$ cat config.mk
export PLATFORM = sky130hd
export DESIGN_NAME = dss_drive_speed
export DESIGN_NICKNAME = d
export VERILOG_FILES = /design/src/design/dss_pkg.sv /design/src/design/dss_ramp_if.sv /design/src/design/dss_drive_speed.sv /design/src/design/dss_ramp_function_generator.sv
export SDC_FILE = /design/constraint.sdc
export NUM_CORES = 1
export LEC_CHECK = 0
export ABC_AREA = 1
export BUFFER_PORTS_ARGS = -buffer_cell sky130_fd_sc_hd__buf_4
export CAP_MARGIN = 20
export CELL_PAD_IN_SITES_DETAIL_PLACEMENT = 2
export CELL_PAD_IN_SITES_GLOBAL_PLACEMENT = 2
export CORE_UTILIZATION = 30
export DETAILED_ROUTE_END_ITERATION = 6
export GPL_TIMING_DRIVEN = 1
export HOLD_SLACK_MARGIN = 0.1
export PLACE_DENSITY_LB_ADDON = 0.1
export SETUP_SLACK_MARGIN = 0.02
export SYNTH_ARGS = -nofsm -noshare
export SYNTH_HDL_FRONTEND = slang
export SYNTH_SLANG_ARGS = --single-unit
$ cat constraint.sdc
create_clock -name sys_clk -period 12.25 [get_ports sys_clk]
set_input_delay 3.675 -clock sys_clk [delete_from_list [all_inputs] [get_ports sys_clk]]
set_output_delay 3.675 -clock sys_clk [all_outputs]
set_load 0.005 [all_outputs]
$ cat src/design/dss_pkg.sv
package dss_pkg;

  // ----------------------------------------
  // widths and scaling
  // ----------------------------------------
  localparam int W = 16;
  localparam int AW = 4;
  localparam int XW = 5;
  localparam int PW = 7;
  localparam int RAW_SHIFT = 14;
  localparam logic [W-1:0] RAW_NOMINAL = 16'h4000;
  localparam logic [PW-1:0] PCT_FULL = 7'h64;
  localparam int PT1_SHIFT = 3;

  // ----------------------------------------
  // timing: ramp and lag models step once per tick
  // ----------------------------------------
  localparam int CLK_PERIOD_NS = 20;
  localparam int RAMP_TICK_NS = 1000;
  localparam int TICK_CYCLES = RAMP_TICK_NS / CLK_PERIOD_NS;
  localparam int TICK_W = 6;
  localparam logic [TICK_W-1:0] TICK_LAST = TICK_W'(TICK_CYCLES - 1);

  // ----------------------------------------
  // control word bit positions
  // ----------------------------------------
  localparam int CB_ON = 0;
  localparam int CB_NO_COAST = 1;
  localparam int CB_NO_QUICK = 2;
  localparam int CB_EN_OP = 3;
  localparam int CB_EN_RAMP = 4;
  localparam int CB_UNFREEZE = 5;
  localparam int CB_EN_SP = 6;
  localparam int CB_ACK = 7;
  localparam int CB_PLC = 10;
  localparam int XB_LO = 11;

  // ----------------------------------------
  // status word bit positions and state codes
  // ----------------------------------------
  localparam int SB_FAULT = 3;
  localparam int SB_NO_COAST = 4;
  localparam int SB_NO_QUICK = 5;
  localparam int SB_INHIBIT = 6;
  localparam int SB_WARN = 7;
  localparam int SB_TOL = 8;
  localparam int SB_PLC = 9;
  localparam int SB_REACHED = 10;
  localparam logic [2:0] SM_INHIBIT = 3'h0;
  localparam logic [2:0] SM_READY = 3'h1;
  localparam logic [2:0] SM_SWON = 3'h3;
  localparam logic [2:0] SM_OPER = 3'h7;

  // ----------------------------------------
  // register indices
  // ----------------------------------------
  localparam logic [AW-1:0] RA_CTRL = 4'h0;
  localparam logic [AW-1:0] RA_SETP = 4'h1;
  localparam logic [AW-1:0] RA_STATUS = 4'h2;
  localparam logic [AW-1:0] RA_ACTUAL = 4'h3;
  localparam logic [AW-1:0] RA_SLOPE = 4'h4;
  localparam logic [AW-1:0] RA_ESLOPE = 4'h5;
  localparam logic [AW-1:0] RA_TOL = 4'h6;
  localparam logic [AW-1:0] RA_CMP = 4'h7;
  localparam logic [AW-1:0] RA_NOM = 4'h8;
  localparam logic [AW-1:0] RA_LIM = 4'h9;
  localparam logic [AW-1:0] RA_SPOUT = 4'ha;
  localparam logic [AW-1:0] RA_PCT = 4'hb;
  localparam logic [AW-1:0] RA_PROC = 4'hc;

  // ----------------------------------------
  // reset values
  // ----------------------------------------
  localparam logic [W-1:0] RST_STATUS = 16'h0040;
  localparam logic [W-1:0] RST_SLOPE = 16'h0010;
  localparam logic [W-1:0] RST_ESLOPE = 16'h0100;
  localparam logic [W-1:0] RST_TOL = 16'h0100;
  localparam logic [W-1:0] RST_CMP = 16'h4000;
  localparam logic [W-1:0] RST_NOM = 16'h05dc;
  localparam logic [W-1:0] RST_LIM = 16'h4000;

  typedef enum logic [2:0] {
    ST_INHIBIT, ST_READY, ST_SWON, ST_OPER, ST_RAMPSTOP, ST_QSTOP
  } dss_state_e;

endpackage : dss_pkg

$ cat src/design/dss_ramp_if.sv
`timescale 1ns/1ps
interface dss_ramp_if import dss_pkg::*; ();
  logic [W-1:0] target;
  logic [W-1:0] slope;
  logic run;
  logic step;
  logic [W-1:0] out;
  modport ctl (output target, output slope, output run, output step, input out);
  modport gen (input target, input slope, input run, input step, output out);
endinterface : dss_ramp_if

$ cat src/design/dss_drive_speed.sv
// Behaviour
// - inhibited state shows status bit 6 set and state bits 000.
// - ready shows bit 6 clear with 001; operation shows bit 6 clear with 111.
// - switched-on, ramp stop and quick stop show bit 6 clear with 011.
// - control bits 1, 2, 10 are mirrored into status bits 4, 5, 9.
// - status bits 3 and 7 come from operator fault and warning inputs.
// - status bits 8 and 10 come from the lagged actual speed model.
// - without an expansion attached, status bits 11 to 15 read zero.
// - without expansion, control bits 11 to 15 ignored; otherwise passed on.
// - control bits 0-3 steer switching; jog bits 8 and 9 are unused.
// - control bit 7 is the fault acknowledge request.
// - control bit 6 loads the speed setpoint, limited to nominal and to lim, as ramp target.
// - in operation, control bit 5 lets the ramp move linearly, else it holds; other states always run it.
// - ramp output is passed on as setpoint only with control bit 4.
// - setpoint is connected only in operation; elsewhere it is zero.
// - status bit 8 set while actual speed is within window around setpoint output.
// - status bit 10 set when actual speed reaches the compare level.
// - on error the ramp winds down at the emergency slope; the setpoint output is zero.
// - setpoint is output as percent of nominal and as process value.
// - raw setpoint and actual words span 0 to 16384 at nominal speed.
// - percentage output spans 0 at standstill to 100 at nominal.
`timescale 1ns/1ps
module dss_drive_speed import dss_pkg::*; (
  input wire logic sys_clk,
  input wire logic rst,
  input wire logic [AW-1:0] reg_addr,
  input wire logic [W-1:0] reg_wdata,
  input wire logic reg_wr,
  input wire logic reg_rd,
  output logic [W-1:0] reg_rdata,
  input wire logic [W-1:0] process_actual_speed,
  input wire logic fault_switch,
  input wire logic warning_switch,
  input wire logic expansion_present,
  input wire logic [XW-1:0] expansion_status,
  output logic [W-1:0] status_word_one,
  output logic [W-1:0] raw_speed_actual,
  output logic [W-1:0] ramp_setpoint,
  output logic [PW-1:0] setpoint_percent,
  output logic [W-1:0] process_setpoint_speed,
  output logic [XW-1:0] expansion_connector_ctrl
);

  typedef struct packed {
    dss_state_e state;
    logic [W-1:0] ctrl;
    logic [W-1:0] setp;
    logic [W-1:0] slope;
    logic [W-1:0] eslope;
    logic [W-1:0] tol;
    logic [W-1:0] cmp;
    logic [W-1:0] nom;
    logic [W-1:0] lim;
    logic [2:0] flt_sync;
    logic [2:0] wrn_sync;
    logic fault_on;
    logic warn_on;
    logic fault_latched;
    logic ack_prev;
    logic [TICK_W-1:0] tick_cnt;
    logic tick;
    logic [W-1:0] actual;
    logic [W-1:0] status;
    logic [W-1:0] sp_out;
    logic [PW-1:0] pct;
    logic [W-1:0] proc_sp;
    logic [XW-1:0] exp_ctrl;
    logic [W-1:0] rdata;
  } dss_core_s;

  dss_core_s cur;
  dss_core_s next_cur;
  dss_ramp_if rfi ();

  logic error;
  logic ack_rise;
  logic [W-1:0] sp_clamped;
  logic [W:0] lag_diff;
  logic [W:0] lag_step;
  logic [W-1:0] tol_dist;
  logic [W+PW-1:0] pct_prod;
  logic [2*W-1:0] proc_prod;
  logic [2:0] sm_code;

  dss_ramp_function_generator u_ramp (
    .sys_clk(sys_clk),
    .rst(rst),
    .rf(rfi.gen)
  );

  // ----------------------------------------
  // next-state logic
  // ----------------------------------------
  always_comb begin
    next_cur = cur;

    // operator switches are asynchronous; a change counts once stages 2 and 3 agree
    next_cur.flt_sync = {cur.flt_sync[1:0], fault_switch};
    next_cur.wrn_sync = {cur.wrn_sync[1:0], warning_switch};
    if (cur.flt_sync[2] == cur.flt_sync[1]) begin
      next_cur.fault_on = cur.flt_sync[2];
    end
    if (cur.wrn_sync[2] == cur.wrn_sync[1]) begin
      next_cur.warn_on = cur.wrn_sync[2];
    end

    // step divider for the ramp and the lag model
    next_cur.tick = 1'b0;
    next_cur.tick_cnt = cur.tick_cnt + 1'b1;
    if (cur.tick_cnt == TICK_LAST) begin
      next_cur.tick_cnt = '0;
      next_cur.tick = 1'b1;
    end

    // register writes
    if (reg_wr) begin
      unique case (reg_addr)
        RA_CTRL: next_cur.ctrl = reg_wdata;
        RA_SETP: next_cur.setp = reg_wdata;
        RA_SLOPE: next_cur.slope = reg_wdata;
        RA_ESLOPE: next_cur.eslope = reg_wdata;
        RA_TOL: next_cur.tol = reg_wdata;
        RA_CMP: next_cur.cmp = reg_wdata;
        RA_NOM: next_cur.nom = reg_wdata;
        RA_LIM: next_cur.lim = reg_wdata;
        default: ;
      endcase
    end

    // fault latch: a new fault beats an acknowledge in the same cycle
    ack_rise = cur.ctrl[CB_ACK] & ~cur.ack_prev;
    next_cur.ack_prev = cur.ctrl[CB_ACK];
    if (cur.fault_on) begin
      next_cur.fault_latched = 1'b1;
    end else if (ack_rise) begin
      next_cur.fault_latched = 1'b0;
    end
    error = cur.fault_latched;

    // switching state machine; jog bits 8 and 9 deliberately unused
    if (!cur.ctrl[CB_NO_COAST] || error) begin
      next_cur.state = ST_INHIBIT;
    end else begin
      unique case (cur.state)
        ST_INHIBIT: begin
          if (!cur.ctrl[CB_ON] && cur.ctrl[CB_NO_QUICK]) next_cur.state = ST_READY;
        end
        ST_READY: begin
          if (!cur.ctrl[CB_NO_QUICK]) next_cur.state = ST_INHIBIT;
          else if (cur.ctrl[CB_ON]) next_cur.state = ST_SWON;
        end
        ST_SWON: begin
          if (!cur.ctrl[CB_NO_QUICK]) next_cur.state = ST_INHIBIT;
          else if (!cur.ctrl[CB_ON]) next_cur.state = ST_READY;
          else if (cur.ctrl[CB_EN_OP]) next_cur.state = ST_OPER;
        end
        ST_OPER: begin
          if (!cur.ctrl[CB_NO_QUICK]) next_cur.state = ST_QSTOP;
          else if (!cur.ctrl[CB_ON]) next_cur.state = ST_RAMPSTOP;
          else if (!cur.ctrl[CB_EN_OP]) next_cur.state = ST_SWON;
        end
        ST_RAMPSTOP: begin
          if (!cur.ctrl[CB_NO_QUICK]) next_cur.state = ST_QSTOP;
          else if (rfi.out == '0) next_cur.state = ST_READY;
        end
        ST_QSTOP: begin
          if (rfi.out == '0) next_cur.state = ST_INHIBIT;
        end
      endcase
    end

    // ramp control: only operation feeds a real target, all else winds down to zero
    sp_clamped = (cur.setp > RAW_NOMINAL) ? RAW_NOMINAL : cur.setp;
    if (sp_clamped > cur.lim) begin
      sp_clamped = cur.lim;
    end
    rfi.target = '0;
    if (cur.state == ST_OPER && !error && cur.ctrl[CB_EN_SP]) begin
      rfi.target = sp_clamped;
    end
    rfi.run = (cur.state != ST_OPER) || error || cur.ctrl[CB_UNFREEZE];
    rfi.slope = cur.slope;
    if (error || (cur.state != ST_OPER && cur.state != ST_RAMPSTOP)) begin
      rfi.slope = cur.eslope;
    end
    rfi.step = cur.tick;

    // setpoint connection
    next_cur.sp_out = '0;
    if (cur.state == ST_OPER && cur.ctrl[CB_EN_RAMP]) begin
      next_cur.sp_out = rfi.out;
    end
    pct_prod = cur.sp_out * PCT_FULL;
    next_cur.pct = pct_prod[RAW_SHIFT +: PW];
    proc_prod = cur.sp_out * cur.nom;
    next_cur.proc_sp = proc_prod[RAW_SHIFT +: W];

    // first-order lag of the actual speed; a small upward remainder closes in one step
    lag_diff = {1'b0, process_actual_speed} - {1'b0, cur.actual};
    lag_step = $signed(lag_diff) >>> PT1_SHIFT;
    if (lag_step == '0) begin
      lag_step = lag_diff;
    end
    if (cur.tick) begin
      next_cur.actual = cur.actual + lag_step[W-1:0];
    end

    // status word
    unique case (cur.state)
      ST_INHIBIT: sm_code = SM_INHIBIT;
      ST_READY: sm_code = SM_READY;
      ST_OPER: sm_code = SM_OPER;
      default: sm_code = SM_SWON;
    endcase
    tol_dist = (cur.actual >= cur.sp_out) ? cur.actual - cur.sp_out : cur.sp_out - cur.actual;
    next_cur.status = '0;
    next_cur.status[2:0] = sm_code;
    next_cur.status[SB_INHIBIT] = (cur.state == ST_INHIBIT);
    next_cur.status[SB_FAULT] = cur.fault_on;
    next_cur.status[SB_WARN] = cur.warn_on;
    next_cur.status[SB_NO_COAST] = cur.ctrl[CB_NO_COAST];
    next_cur.status[SB_NO_QUICK] = cur.ctrl[CB_NO_QUICK];
    next_cur.status[SB_PLC] = cur.ctrl[CB_PLC];
    // the window is tol wide in all, so half of it lies on each side of the setpoint
    next_cur.status[SB_TOL] = (tol_dist <= {1'b0, cur.tol[W-1:1]});
    next_cur.status[SB_REACHED] = (cur.actual >= cur.cmp);
    if (expansion_present) begin
      next_cur.status[W-1:XB_LO] = expansion_status;
    end

    // expansion connector sees device-specific control bits only when attached
    next_cur.exp_ctrl = expansion_present ? cur.ctrl[W-1:XB_LO] : '0;

    // read data live for the one cycle after the strobe
    next_cur.rdata = '0;
    if (reg_rd) begin
      unique case (reg_addr)
        RA_CTRL: next_cur.rdata = cur.ctrl;
        RA_SETP: next_cur.rdata = cur.setp;
        RA_STATUS: next_cur.rdata = cur.status;
        RA_ACTUAL: next_cur.rdata = cur.actual;
        RA_SLOPE: next_cur.rdata = cur.slope;
        RA_ESLOPE: next_cur.rdata = cur.eslope;
        RA_TOL: next_cur.rdata = cur.tol;
        RA_CMP: next_cur.rdata = cur.cmp;
        RA_NOM: next_cur.rdata = cur.nom;
        RA_LIM: next_cur.rdata = cur.lim;
        RA_SPOUT: next_cur.rdata = cur.sp_out;
        RA_PCT: next_cur.rdata = {{(W-PW){1'b0}}, cur.pct};
        RA_PROC: next_cur.rdata = cur.proc_sp;
        default: next_cur.rdata = '0;
      endcase
    end
  end

  // ----------------------------------------
  // state register
  // ----------------------------------------
  always_ff @(posedge sys_clk) begin
    if (rst) begin
      cur <= '0;
      cur.state <= ST_INHIBIT;
      cur.status <= RST_STATUS;
      cur.slope <= RST_SLOPE;
      cur.eslope <= RST_ESLOPE;
      cur.tol <= RST_TOL;
      cur.cmp <= RST_CMP;
      cur.nom <= RST_NOM;
      cur.lim <= RST_LIM;
    end else begin
      cur <= next_cur;
    end
  end

  assign reg_rdata = cur.rdata;
  assign status_word_one = cur.status;
  assign raw_speed_actual = cur.actual;
  assign ramp_setpoint = cur.sp_out;
  assign setpoint_percent = cur.pct;
  assign process_setpoint_speed = cur.proc_sp;
  assign expansion_connector_ctrl = cur.exp_ctrl;
endmodule : dss_drive_speed

$ cat src/design/dss_ramp_function_generator.sv
`timescale 1ns/1ps
module dss_ramp_function_generator import dss_pkg::*; (
  input wire logic sys_clk,
  input wire logic rst,
  dss_ramp_if.gen rf
);

  typedef struct packed {
    logic [W-1:0] out;
  } dss_ramp_s;

  dss_ramp_s cur;
  dss_ramp_s next_cur;
  logic [W:0] up;
  logic [W:0] dn;

  // ----------------------------------------
  // linear ramp, clipped so it never overshoots the target
  // ----------------------------------------
  always_comb begin
    next_cur = cur;
    up = {1'b0, cur.out} + {1'b0, rf.slope};
    dn = {1'b0, cur.out} - {1'b0, rf.slope};
    if (rf.run && rf.step) begin
      if (cur.out < rf.target) begin
        next_cur.out = (up[W] || up[W-1:0] > rf.target) ? rf.target : up[W-1:0];
      end else if (cur.out > rf.target) begin
        next_cur.out = (dn[W] || dn[W-1:0] < rf.target) ? rf.target : dn[W-1:0];
      end
    end
  end

  always_ff @(posedge sys_clk) begin
    if (rst) begin
      cur <= '0;
    end else begin
      cur <= next_cur;
    end
  end

  assign rf.out = cur.out;
endmodule : dss_ramp_function_generator

Word-level counts from Yosys, hierarchy flattened
Index checks and enable logic that the tools add are counted.
- register bits after elaboration: 256
- input port bits: 48
- output and inout bits: 92
- logic and storage cells: 141
- $add $sub $neg: 7
- $mul: 2
- order comparisons: 9
- eq/ne operators: 28
- muxes and demuxes: 28
- bitwise gates (word level): 5
- reductions and logical operators: 36
- operator list (kind ; number):
    16-bit one-hot mux with 13 select lines ; 1
    16-bit 2-to-1 mux ; 10
    16-bit > comparator ; 3
    3-bit 2-to-1 mux ; 12
    16-bit by 16-bit subtractor with 17-bit output ; 2
    16-bit greater-or-equal comparator ; 2
    16-bit < comparator ; 2
    16-bit subtractor ; 2
    16-bit by 16-bit multiplier with 30-bit output ; 1
    4-bit == test (second input constant) ; 5
    16-bit by 5-bit multiplier with 19-bit output (second input constant) ; 1
    3-bit one-hot mux with 6 select lines ; 1
    2-bit AND reduction ; 9
    16-bit by 16-bit adder with 17-bit output ; 1
    17-bit logical NOT ; 1
    16-bit adder ; 1
    4-bit by 3-bit == test with 1-bit output (second input constant) ; 4
    16-bit by 15-bit > comparator with 1-bit output (second input constant) ; 1
    16-bit by 15-bit less-or-equal comparator with 1-bit output ; 1
    16-bit logical NOT ; 1
    2-bit OR reduction ; 5
    3-bit != test (second input constant) ; 3
    3-bit one-hot mux with 3 select lines ; 1
    4-bit by 2-bit == test with 1-bit output (second input constant) ; 2
    other kinds (21) ; 43

Longest topological paths before layout
- depth after elaboration: 10
- mapped depth: 39
- depth with buffers taken out: 39

Hierarchy
From an unflattened synthesis, not the netlist that was laid out.
- cell total of the unflattened synthesis: 4354
- area, all modules: 29313.1 µm²
- modules (own cells, without submodules) (module ; instances ; cells an instance ; area each (µm²) ; sequential area each (µm²)):
    dss_drive_speed ; 1 ; 3537 ; 24796.3 ; 4804.6
    dss_ramp_function_generator ; 1 ; 817 ; 4516.8 ; 320.3

Worst setup path before layout
Ideal clock, no wire load.
- kind: input to register
- start: in process_actual_speed[0]
- end: reg cur, in the netlist raw_speed_actual[12]
- data arrival time: 7.747 ns
- data required time: 12.135 ns
- path slack: 4.388 ns
- stages on the path: 38
- path buffers: 0
- path through: inv_1 > ha_1 > inv_1 > fa_1 > a21oi_1 > o21ai_2 > nand2_1 > nand2_1 > nand2_1 > a21oi_2 > nand3_1 > nand2_1 > nand3_1 > nand2_1 > a21o_1 > a21oi_1 > nor2_1 > nand3_2 > (+2 left out) > inv_1 > ha_1 > fa_1 > nand3_1 > nand3_1 > a21oi_1 > o21bai_1 > nand2_1 > nand2_1 > a21oi_1 > inv_1 > a21oi_1 > o21bai_1 > nand3_1 > nand2_1 > xor2_1 > o21ai_0 > inv_1
- word-level cells in the longest chain between the ends: 4
- RTL lines (element ; line ; RTL):
    from (decl) ; dss_drive_speed.sv:31 ; input wire logic [W-1:0] process_actual_speed,
    16-bit by 16-bit subtractor with 17-bit output (*) ; dss_drive_speed.sv:199 ; lag_diff = {1'b0, process_actual_speed} - {1'b0, cur.actual};
    17-bit logical NOT ; dss_drive_speed.sv:201 ; if (lag_step == '0) begin
    16-bit 2-to-1 mux (*) ; dss_drive_speed.sv:201 ;
    16-bit adder (*) ; dss_drive_speed.sv:205 ; next_cur.actual = cur.actual + lag_step[W-1:0];
    to (signal assigned) ; dss_drive_speed.sv:271 ; cur <= next_cur;
    to (decl) ; dss_drive_speed.sv:71 ; dss_core_s cur;
Every way passes the cells marked *; elsewhere a longest branch is shown, timed or not.
A chain may end at the register's enable or synchronous reset.

Worst setup path after layout
- start: in process_actual_speed[0]
- end: reg cur, in the netlist raw_speed_actual[14]
The elaborated chain is that of the path after synthesis.

==> run summary <==
Status
• finished, violations left — run status
• DRC — failing checks

Final layout
• 0.07970 — fraction of final layout cells sized beyond drive strength 1
• 4203 — fin nets
• 17550 um^2 — area of the multi-input gates
• 29660 um^2 — final instance area
• 4817 — post-layout instance count excluding filler cells
• 5130 um^2 — register cell area after layout
• inv_1 — most common cell after layout, fill and taps aside
• 0.3351 — post-layout utilization of the core
• 10.36k — Filler Cells Inserted
• 10.33% — Area Growth Syn to Fin
• inv_1 (757), nand2_1 (581), a21oi_1 (338) — most used cells in the layout excluding fill and tap cells

Power and ir drop
• 75.99 nW/um^2 — power per standard cell area
• 0.2859 — sw frac
• 0.07723 mV — Max rail drop VDD
• 0.518 — Clock Power Share
• 0.100 — part of the total power dissipated in combinational logic
• 14.75 nW — Static Leakage
• 1.609 mW — design internal power
• 0.382 — register share of total power
• 0.6443 mW — net switching power

Yosys
• 7.360 um^2 — mean instance size in the synthesized netlist
• 59 — Netlist cell types
• 0.1907 — share of the yosys chip area belonging to registers
• dfxtp_1 — largest area contributor in the synthesized netlist
• dfxtp_1 — most instantiated flip-flop cell in the synthesis netlist
• 26880 um^2 — Cell Area, Synth
• 0 — async set-reset flop share out of synthesis
• 4232 — Net Count, Synth
• dfxtp_1 (19%), fa_1 (15%), ha_1 (15%), inv_1 (11%), nand2_1 (8.1%) — top cells by area, synth
• 3652 — number of instances in the synthesized netlist
• 256 — flops & latches, synth
• 0 — number of enable-type register cells in the synthesized netlist
• 0.1907 — share of the synthesized area in the top cell type
• 0 — yosys warns

Timing
• 1169 ps — transition time at the pin with the least slew margin
• 121.5 MHz — highest clock frequency the design can meet
• 0 — max-slew violation count
• 0 — total setup violations reported at the end of the flow
• 402.4 ps — WHS
• no — unrepaired setup endpoints after global routing
• 0.6718 — post-route fraction of the period consumed by the critical path
• 0 ps — TNS Setup
• 0.2126 — max-slew headroom at the worst pin
• 0 — final hold vios
• 53.06 ps — Max Clock Skew
• 8230 ps — time the worst path needs with I/O delays and setup

Placed design
• 4749 — number of placed instances, taps included
• 0.9140 — final weighted congestion in routability-driven placement
• 28330 um^2 — Cell Area, Placed
• 139 — Port Buf Inserts
• 99550 um — HPWL reported at the end of detailed placement

Die
• 109 — number of rows created at floorplan
• 301.3 um — die height
• 140 — I/O pin total
• 0.3037 — effective utilization at floorplan
• 90800 um^2 — Die Footprint
• 88510 um^2 — standard cell core area
• 301.3 um — die boundary width

CTS
• 0 — number of buffers inserted by hold repair at cts
• 2 — H-tree depth
• 0 — Post-CTS Setup Inserts
• done — CTS tree
• 36 — total CTS buffers
• clkbuf_16 — cell at the root of the clock tree
• 3 — clk buf depth
• 256 — TritonCTS Sinks
• 600 ps — clock latency on the worst-skew pair
• 60 ps — CTS clock-pin slew for the worst setup and hold paths
• 0 — post-cts sizing count

Global route
• 0 — total gr overflow
• 28.07k — vias in the first global route
• 0.4919 — met2 track demand over resource in global routing
• 97 — pin count of the biggest net entering global routing
• 0.3459 — met1 demand-to-capacity share in global routing
• 6 — initial antenna violation count
• met2 — gr busiest metal
• 186800 um — first-pass GRT wire length
• 0.2811 — Overall Global Routing Usage
• 0.03105 — met3 layer usage reported by global route

Critical path
• register — crit end category
• 8710 ps — worst path arrival time
• 420 ps — largest stage delay on the critical path
• nand2_1 — cell type with the highest occurrence count on the critical path
• primary input — crit path launch type
• 12730 ps — Worst EP required
• fa_1 — Critical-path top delay cell
• 6 — worst-path maximum fanout
• primary input to register — type of the worst setup path

Drt
• 7 — first-pass iteration count of the detailed router
• 26.42 um — average wire per standard cell
• 25.38k — overall via count from detail_route
• 5.268 — via density per instance
• 1460 — number of design-rule violations left by the first detailed-router iteration
• 127300 um — total length of routed wires
• 0 — residual antenna-violating net count after detailed routing
• 8 — drt drc

Hold path
• register to register — worst min-delay path class

Flow run
• 0 — number of violations of the max-capacitance limit

==> flip-flops by register name (all words and copies together) (netlist names), 5 cells and up <==
signal and count:
raw_speed_actual 16, status_word_one 16, reg_rdata 16, process_setpoint_speed 16, ramp_setpoint 16, setpoint_percent 7
expansion_connector_ctrl 5, u_ramp.rf.out 16, cur 146
==> metal layers <==
layer  wire length [um]  vias to the layer above  share of wire
met5                  0                        -              0
met4               6354                        0          0.050
met3               5748                      203          0.045
met2              61630                      624           0.48
met1              53530                    13080           0.42
li1                   -                    11470              -
==> path summary, 6_finish.rpt <==
check,start,cells after the start,endpoint,slack [ps]
hold / removal,cur[106]$_SDFF_PP0_,2,cur[107]$_SDFF_PP0_,400
setup reg to reg,cur[127]$_SDFFE_PP1P_,23,process_setpoint_speed[14]$_SDFF_PP0_,5380
setup / recovery,process_actual_speed[0],40,raw_speed_actual[14]$_SDFFE_PP0P_,4020
hold reg to reg,cur[106]$_SDFF_PP0_,2,cur[107]$_SDFF_PP0_,400
==> Yosys cell counts, drive strengths merged, types with 19 or more instances <==
master and n:
a21oi 351, a221oi 37, buf 103, clkbuf 138, dfxtp 256, fa 208
ha 324, inv 765, nand2 596, nand3 92, nand4 22, nor2 206
nor3 21, o211ai 19, o21ai 261, o22ai 43, xor2 66
==> stage by stage <==
| stage | total power [mW] | worst slack [ps] |
|---|---|---|
| global route | 2.327 | 3343 |
| CTS | 2.271 | 3979 |
| detailed placement | 1.101 | 3388 |
| finish | 2.254 | 4020 |
| floorplan | 1.003 | 4388 |
| global placement | 1.092 | 3666 |
==> power groups by stage <==
stage | Sequential, mW | Combinational [mW] | Clock (mW)
3_3_place_gp | 0.878 | 0.214 | 0
5_1_grt | 0.861 | 0.247 | 1.22
6_report | 0.860 | 0.226 | 1.17
2_1_floorplan | 0.868 | 0.136 | 0
3_5_place_dp | 0.878 | 0.223 | 0
4_1_cts | 0.860 | 0.224 | 1.19
==> cell families after synthesis <==
group	after synthesis	synth area share
buffers and inverters	1011	0.1564
muxes	1	0.0003724
xor gates and xnor gates	79	0.02574
AOI/OAI and AO/OA	813	0.1726
other	1	0.0001395
adders and majority gates	532	0.3057
DFF	256	0.1907
and+or+nand+nor	959	0.1484
==> worst max-delay path, delay by kind of cell <==
| family | cells | cell delay [ps] |
|---|---|---|
| AO/OA/AOI/OAI | 14 | 1960 |
| adder cells (fa/ha/maj) | 4 | 1200 |
| buffers and inverters | 6 | 390 |
| AND/OR/NAND/NOR | 16 | 1470 |
==> area by class of cell <==
cell class                      count  area share
Antenna cell                        1  0.00008438
Clock buffer                       50     0.03417
Clock inverter                     16    0.009788
Inverter                          769     0.09746
Multi-Input combinational cell   2385      0.5918
Sequential cell                   256      0.1730
Tap cell                         1165     0.04915
Timing Repair Buffer              175     0.04455
(Power assumes the default switching activity.)
